### config.mk
export PLATFORM = sky130hd
export DESIGN_NAME = auto_powerdown_unit
export DESIGN_NICKNAME = d
export VERILOG_FILES = /design/src/design/auto_powerdown_unit.v
export VERILOG_INCLUDE_DIRS = /design/src /design/src/design
export SDC_FILE = /design/constraint.sdc
export NUM_CORES = 1
export LEC_CHECK = 0
export BUFFER_PORTS_ARGS = -buffer_cell sky130_fd_sc_hd__buf_2
export CORE_UTILIZATION = 30
export CTS_CLUSTER_SIZE = 24
export DETAILED_ROUTE_END_ITERATION = 7
export PLACE_DENSITY = 0.6
export SKIP_CTS_REPAIR_TIMING = 1
export SYNTH_ARGS = -nofsm -noshare
export SYNTH_HDL_FRONTEND = slang
export SYNTH_SLANG_ARGS = --single-unit
### constraint.sdc
create_clock -name clock -period 1.4 [get_ports clock]
set_clock_uncertainty 0.2 [all_clocks]
set_input_delay 0.14 -clock clock [delete_from_list [all_inputs] [get_ports clock]]
set_output_delay 0.14 -clock clock [all_outputs]
set_load 0.05 [all_outputs]
### src/design/apd_defines.vh
// Constants for the automatic power-down manager
`ifndef APD_DEFINES_VH
`define APD_DEFINES_VH
`define IDLE_CLOCKS          4'hf
`define CNT_W                4
`define REG_A_TURBO_OFF_BIT  3
`define REG_A_CLK_ARRAY_BIT  4
`define REG_A_CLK_MCELL_BIT  5
`define REG_C_ADDR_LO_BIT    0
`define REG_C_CTRL0_BIT      2
`define REG_C_CTRL1_BIT      3
`define REG_C_CTRL2_BIT      4
`define REG_C_STROBE_BIT     5
`define REG_C_WRH_BIT        6
`define REG_RESET_VAL        8'h00
`define TURBO_IDLE_NS        70
`define CLOCK_NS             10
`define TURBO_IDLE_CYC       ((`TURBO_IDLE_NS + `CLOCK_NS - 1) / `CLOCK_NS)
`endif

### src/design/auto_powerdown_unit.v
// Automatic power-down unit, power management registers and signal blocking
//
// How it works
// - Four-bit counter on external clock flags power-down after fifteen idle clocks
// - Enabling the unit enables power-down entry while chip-select is high and reset-exit low
// - Strobe pulsing again returns device to normal operation
// - Chip-select low or reset-exit input high also leaves power-down
// - In power-down host bus is blocked from memories and logic arrays
// - Memories in standby during power-down; logic and ports keep working
// - Power-down: I/O holds, latched address undefined, data/peripheral pins tri-state
// - Masking external clock from logic never masks it from the counter
// - Power-down leaves logic behaviour alone; only turbo bit sets speed
// - Register A bit 3 is turbo off when 1; default 0
// - Turbo off: logic standby after 70 ns with no input switching
// - Host writes power registers at run time; set bits block inputs
// - Register A bits 4 and 5 block clock from array and macrocells
// - Register C bits 0,2-6 block address byte, controls, strobe, write-high
// - Chip-select low enables memories; high disables them, logic keeps running
// - Counter clears when disabled, strobe pulsing or exit active; counts at idle polarity
`timescale 1ns/1ns
`include "apd_defines.vh"

module auto_powerdown_unit #(
  parameter CNT_W = `CNT_W
) (
  input  wire       clock,
  input  wire       rstn,
  input  wire       ext_clock_in,
  input  wire       address_strobe_in,
  input  wire       strobe_idle_high,
  input  wire       apd_enable,
  input  wire       chip_select_n,
  input  wire       reset_exit_in,
  input  wire       reg_wr_a,
  input  wire       reg_wr_c,
  input  wire [7:0] reg_wdata,
  input  wire [7:0] host_addr_lo,
  input  wire       control_in_0,
  input  wire       control_in_1,
  input  wire       control_in_2,
  input  wire       high_byte_write_enable,
  input  wire       port_drive_en,
  output reg  [7:0] power_mgmt_reg_a,
  output reg  [7:0] power_mgmt_reg_c,
  output reg        powerdown_flag,
  output wire       host_bus_block,
  output wire       memory_enable,
  output wire       memory_standby,
  output wire       data_port_oe,
  output wire       addr_out_valid,
  output wire       turbo_on,
  output reg        logic_standby,
  output wire       array_clock,
  output wire       mcell_clock,
  output wire [7:0] array_addr_lo,
  output wire       array_ctrl_0,
  output wire       array_ctrl_1,
  output wire       array_ctrl_2,
  output wire       array_strobe,
  output wire       array_wrh
);

  reg             rst_meta_ff;
  reg             rst_sync_ff;
  reg             extclk_prev_ff;
  reg             strobe_prev_ff;
  reg [CNT_W-1:0] count_ff;
  reg [CNT_W-1:0] nxt_count;
  reg             nxt_powerdown;
  reg [3:0]       idle_ff;
  reg [12:0]      inputs_prev_ff;

  wire            rst_n_int = rst_sync_ff;
  wire            ext_tick = ext_clock_in & ~extclk_prev_ff;
  wire            strobe_edge = address_strobe_in ^ strobe_prev_ff;
  wire            strobe_idle = address_strobe_in == strobe_idle_high;
  wire            exit_cond = ~chip_select_n | reset_exit_in;
  wire [12:0]     array_inputs = {array_addr_lo, array_ctrl_0, array_ctrl_1,
                                  array_ctrl_2, array_strobe, array_wrh};

  // Counter decisions
  wire            hold_count = ~apd_enable | strobe_edge | exit_cond;
  wire            tick_ok    = ext_tick & strobe_idle;
  wire            last_tick  = count_ff == `IDLE_CLOCKS - 4'h1;

  // Saturating step parks the count at fifteen until an exit clears it
  function [CNT_W-1:0] sat_step;
    input [CNT_W-1:0] value;
    begin
      if (value == `IDLE_CLOCKS)
        sat_step = value;
      else
        sat_step = value + {{(CNT_W-1){1'b0}}, 1'b1};
    end
  endfunction

  // One gate per array input; power-down blocks the host bus as well
  function gate_bit;
    input in_bit;
    input block_bit;
    input pd_bit;
    begin
      gate_bit = in_bit & ~block_bit & ~pd_bit;
    end
  endfunction

  function [7:0] gate_byte;
    input [7:0] in_byte;
    input       block_bit;
    input       pd_bit;
    begin
      gate_byte = in_byte & {8{~block_bit & ~pd_bit}};
    end
  endfunction

  // Reset released through two flops; only the second is used downstream
  always @(posedge clock or negedge rstn) begin
    if (!rstn) begin
      rst_meta_ff <= 1'b0;
      rst_sync_ff <= 1'b0;
    end else begin
      rst_meta_ff <= 1'b1;
      rst_sync_ff <= rst_meta_ff;
    end
  end

  // Power registers: host writes at run time, cleared only by power-on reset
  always @(posedge clock or negedge rst_n_int) begin
    if (!rst_n_int) begin
      power_mgmt_reg_a <= `REG_RESET_VAL;
      power_mgmt_reg_c <= `REG_RESET_VAL;
    end else begin
      if (reg_wr_a)
        power_mgmt_reg_a <= reg_wdata;
      if (reg_wr_c)
        power_mgmt_reg_c <= reg_wdata;
    end
  end

  // Counter sees the raw external clock, never the masked copies
  // Exit wins over a tick in the same cycle, so a waking host
  // never loses the race against a late count
  always @* begin
    nxt_count     = count_ff;
    nxt_powerdown = powerdown_flag;
    if (hold_count) begin
      nxt_count     = {CNT_W{1'b0}};
      nxt_powerdown = 1'b0;
    end else if (tick_ok) begin
      if (last_tick)
        nxt_powerdown = 1'b1;
      nxt_count = sat_step(count_ff);
    end
  end

  always @(posedge clock or negedge rst_n_int) begin
    if (!rst_n_int) begin
      extclk_prev_ff <= 1'b0;
      strobe_prev_ff <= 1'b0;
      count_ff       <= {CNT_W{1'b0}};
      powerdown_flag <= 1'b0;
    end else begin
      extclk_prev_ff <= ext_clock_in;
      strobe_prev_ff <= address_strobe_in;
      count_ff       <= nxt_count;
      powerdown_flag <= nxt_powerdown;
    end
  end

  // Logic standby tracks only turbo and input activity, not power-down
  // Sees the gated array inputs, so blocked pins do not keep it awake
  // Idle time rounded up to whole clocks
  always @(posedge clock or negedge rst_n_int) begin
    if (!rst_n_int) begin
      inputs_prev_ff <= 13'h0000;
      idle_ff        <= 4'h0;
      logic_standby  <= 1'b0;
    end else begin
      inputs_prev_ff <= array_inputs;
      if (turbo_on || array_inputs != inputs_prev_ff) begin
        idle_ff       <= 4'h0;
        logic_standby <= 1'b0;
      end else if (idle_ff != `TURBO_IDLE_CYC) begin
        idle_ff <= idle_ff + 4'h1;
      end else begin
        logic_standby <= 1'b1;
      end
    end
  end

  // Memory side follows select and power-down; logic side never stops
  // Address outputs are flagged invalid rather than held in power-down
  // Data port released so the host bus can float while asleep
  assign turbo_on       = ~power_mgmt_reg_a[`REG_A_TURBO_OFF_BIT];
  assign host_bus_block = powerdown_flag;
  assign memory_enable  = ~chip_select_n & ~powerdown_flag;
  assign memory_standby = ~memory_enable;
  assign data_port_oe   = port_drive_en & ~powerdown_flag;
  assign addr_out_valid = ~powerdown_flag;

  // Clock masks for the logic; the counter above uses ext_clock_in directly
  assign array_clock = ext_clock_in & ~power_mgmt_reg_a[`REG_A_CLK_ARRAY_BIT];
  assign mcell_clock = ext_clock_in & ~power_mgmt_reg_a[`REG_A_CLK_MCELL_BIT];

  // Blocked inputs and host bus in power-down read as zero to the arrays
  // Strobe blocking does not hide activity from the counter above
  assign array_addr_lo = gate_byte(host_addr_lo, power_mgmt_reg_c[`REG_C_ADDR_LO_BIT],
                                   powerdown_flag);
  assign array_ctrl_0  = gate_bit(control_in_0, power_mgmt_reg_c[`REG_C_CTRL0_BIT],
                                  powerdown_flag);
  assign array_ctrl_1  = gate_bit(control_in_1, power_mgmt_reg_c[`REG_C_CTRL1_BIT],
                                  powerdown_flag);
  assign array_ctrl_2  = gate_bit(control_in_2, power_mgmt_reg_c[`REG_C_CTRL2_BIT],
                                  powerdown_flag);
  assign array_strobe  = gate_bit(address_strobe_in, power_mgmt_reg_c[`REG_C_STROBE_BIT],
                                  powerdown_flag);
  assign array_wrh     = gate_bit(high_byte_write_enable, power_mgmt_reg_c[`REG_C_WRH_BIT],
                                  powerdown_flag);

endmodule // auto_powerdown_unit

==> flow_summary.json <==
{
  "dr_total_vias": 1660,
  "fin_crit_sh_pct": 135,
  "portBuffers": 69,
  "slowest_delay_ns": 0.55,
  "r2r_cells": 4,
  "io_pins": 70,
  "pre_cts_slack_ns": -0.460,
  "gp_congestion": 0.755,
  "postRouteWirelength_mm": 4.94,
  "dp_hpwl_mm": 3.53,
  "grt_use_met3_pct": 4.67,
  "die_w_um": 81.8,
  "fill_cells": 535,
  "critPathArrivalTime_ns": 1.89,
  "status": "complete, but fails checks",
  "top_usage_layer": "met2",
  "cp_top_family": "simple AND/OR/NAND/NOR gates",
  "crit_type": "flop to flop",
  "grt_util_met1_pct": 17.3,
  "core-area_mm2": 0.00603,
  "grt_pass1_wl_mm": 7.14,
  "setup_tns_ns": -9.27,
  "drive_above_1_share_pct": 62.6,
  "violations": "negative hold slack, negative setup slack",
  "setup_viol": 30,
  "maxCapViolCount": 0,
  "syn_avg_cell_area_um2": 11.9,
  "initial_core_util_pct": 31.7,
  "syn_area_mm2": 0.00191,
  "totalPowerFinal_mw": 3.28,
  "yosysSeqAreaShare_pct": 56.3,
  "wl_per_cell_um": 13.4,
  "first_pass_iters": 4,
  "nets": 327,
  "clkSinkCount": 43,
  "hold_start": "host_addr_lo[4]",
  "drc_errors": 0,
  "grtUsageTotal_pct": 14.8,
  "fin_util_pct": 56.6,
  "seq_area_mm2": 0.00108,
  "timing.rr.end": "idle_ff[0]$_DFFE_PN0P_",
  "synth_commonest_cells": "dfrtp_1, mux2_2, nor2_1",
  "synth-edff-count": 0,
  "cp_data_required_time_ns": 1.40,
  "grt_pass1_vias": 1574,
  "worstReg2RegStart": "host_bus_block$_DFFE_PN0P_",
  "area_growth_pct": 78.5,
  "cts_tree": "done",
  "synth.top_cell.area_share_pct": 56.3,
  "dieArea_mm2": 0.00669,
  "synthTopCellsByArea": "dfrtp_1, mux2_2, xnor2_1",
  "fin_crit_ns": 1.89,
  "synth_ff_type": "dfrtp_1",
  "critPathLaunchType": "flop",
  "clockRootBuffer": "clkbuf_8",
  "syn_inst": 161,
  "ys_types": 39,
  "r2r_slack_ns": -0.49,
  "viasPerCell": 4.50,
  "clock.fmax_mhz": 529,
  "die_h_um": 81.8,
  "antenna_found_initial": 0,
  "rows": 28,
  "synth.largest_area_cell": "dfrtp_1",
  "multi_input_area_um2": 970,
  "use_met2_pct": 24.9,
  "drv_slew": 0,
  "hold_violations": 5,
  "cts_buffers": 5,
  "timing.final.ws_setup_ns": -0.491,
  "diodes": 0,
  "cp_cell_sequence": "or4b_4 -> o32ai_4 -> o2111ai_4 -> nor4_1",
  "hold_end": "inputs_prev_ff[9]$_DFF_PN0_",
  "p_leak_nw": 1.56,
  "grt_max_degree": 23,
  "path_max_fanout": 5,
  "rsz0062_at_grt": "true",
  "synthArstFlopShare_pct": 100,
  "path_buf_inv": 0,
  "cts_buffer_depth": 2,
  "route.antenna.remaining_nets": 0,
  "peakVddDrop_v": 0.000715,
  "clock_latency_ns": 0.30,
  "yosysMostFrequentCell": "dfrtp_1",
  "overflow": 0,
  "synthesis.nets": 195,
  "hold_ws_ns": -0.0631,
  "synth-seq-cells": 43,
  "hold_class": "input port to flop",
  "p_per_area_mw_per_mm2": 962,
  "holdPathStages": 3,
  "end_kind": "flop",
  "cp_slowest_cell": "or4b_4",
  "htreeDepth": 2,
  "yosys_warnings": 0,
  "drtIter0Drc": 21,
  "clk_pin_slew_worst_paths_ns": 0.08
}
==> worst max-delay path by stage <==
stage / start / to / slack [ns] / cells after the start
finish: host_bus_block$_DFFE_PN0P_ / idle_ff[0]$_DFFE_PN0P_ / -0.49 / 4
global route: host_bus_block$_DFFE_PN0P_ / idle_ff[0]$_DFFE_PN0P_ / -0.56 / 4
CTS: host_bus_block$_DFFE_PN0P_ / array_addr_lo[6] / -0.64 / 5
detailed placement: host_bus_block$_DFFE_PN0P_ / idle_ff[0]$_DFFE_PN0P_ / -0.46 / 4
global placement: host_bus_block$_DFFE_PN0P_ / idle_ff[0]$_DFFE_PN0P_ / -0.43 / 4
floorplan: host_bus_block$_DFFE_PN0P_ / idle_ff[0]$_DFFE_PN0P_ / -0.77 / 5
==> layout make-up <==
type	instances	area share, %
well taps	75	2.75
clock inverters	2	0.477
clock buffers	6	2.42
inverters	10	1.47
multi-input cells	103	28.4
repair buffers	130	32.7
flip-flops and latches	43	31.7
==> per-stage QoR <==
step	area [um2]	instances	hold WS [ns]
finish	3410	369	-0.0631
global route	3410	369	-0.0731
CTS	2910	352	-0.603
detailed placement	2810	344	-0.272
global placement	2810	344	-0.275
floorplan	2080	161	-0.356
==> state kept, by name, summed over array words and instances, names as in the netlist <==
register          count
host_bus_block        1
strobe_prev_ff        1
inputs_prev_ff       13
power_mgmt_reg_a      8
idle_ff               4
power_mgmt_reg_c      8
extclk_prev_ff        1
count_ff              4
rst_n_int             1
logic_standby         1
rst_meta_ff           1
==> layer usage <==
metal / wire length, um / share of wire, %
met2: 2590 / 52
met4: 108 / 2.2
met3: 246 / 5.0
met1: 1990 / 40
met5: 0 / 0
==> placed cells by master (no fill, tap or decap), drive strengths merged, types with 4 or more instances in the layout <==
cell         instances
nor2                11
nand2                4
nand3                6
dlygate4sd3         12
nor3b                5
xnor2                8
nor4                 5
a21oi                5
buf                117
mux2                15
or2                  4
dfrtp               43
inv                  8
clkbuf               7
nor2b                8
==> worst min-delay path, cell delays in order <==
cell and delay [ns]:
buf_2 0.10, inv_1 0.10, nor2_4 0.05
==> logic make-up (layout without fill, tap and decap cells) <==
family / after synthesis / after routing / synth area share (%)
simple gates: 55 / 55 / 16.6
compound gates: 17 / 17 / 6.94
other cells: 1 / 1 / 0.196
fa+ha+maj: 3 / 3 / 1.96
buf+inv: 15 / 148 / 3.54
flops: 43 / 43 / 56.3
mux: 16 / 16 / 9.36
xor+xnor: 11 / 11 / 5.04
==> where the power goes <==
part | total [mW] | internal (mW) | leakage, nW | switching [mW]
sequential | 1.38 | 1.32 | 0.536 | 0.0594
clock | 0.837 | 0.402 | 0.0474 | 0.434
combinational | 1.06 | 0.468 | 0.978 | 0.592
Power figures use the tool's default switching activity.
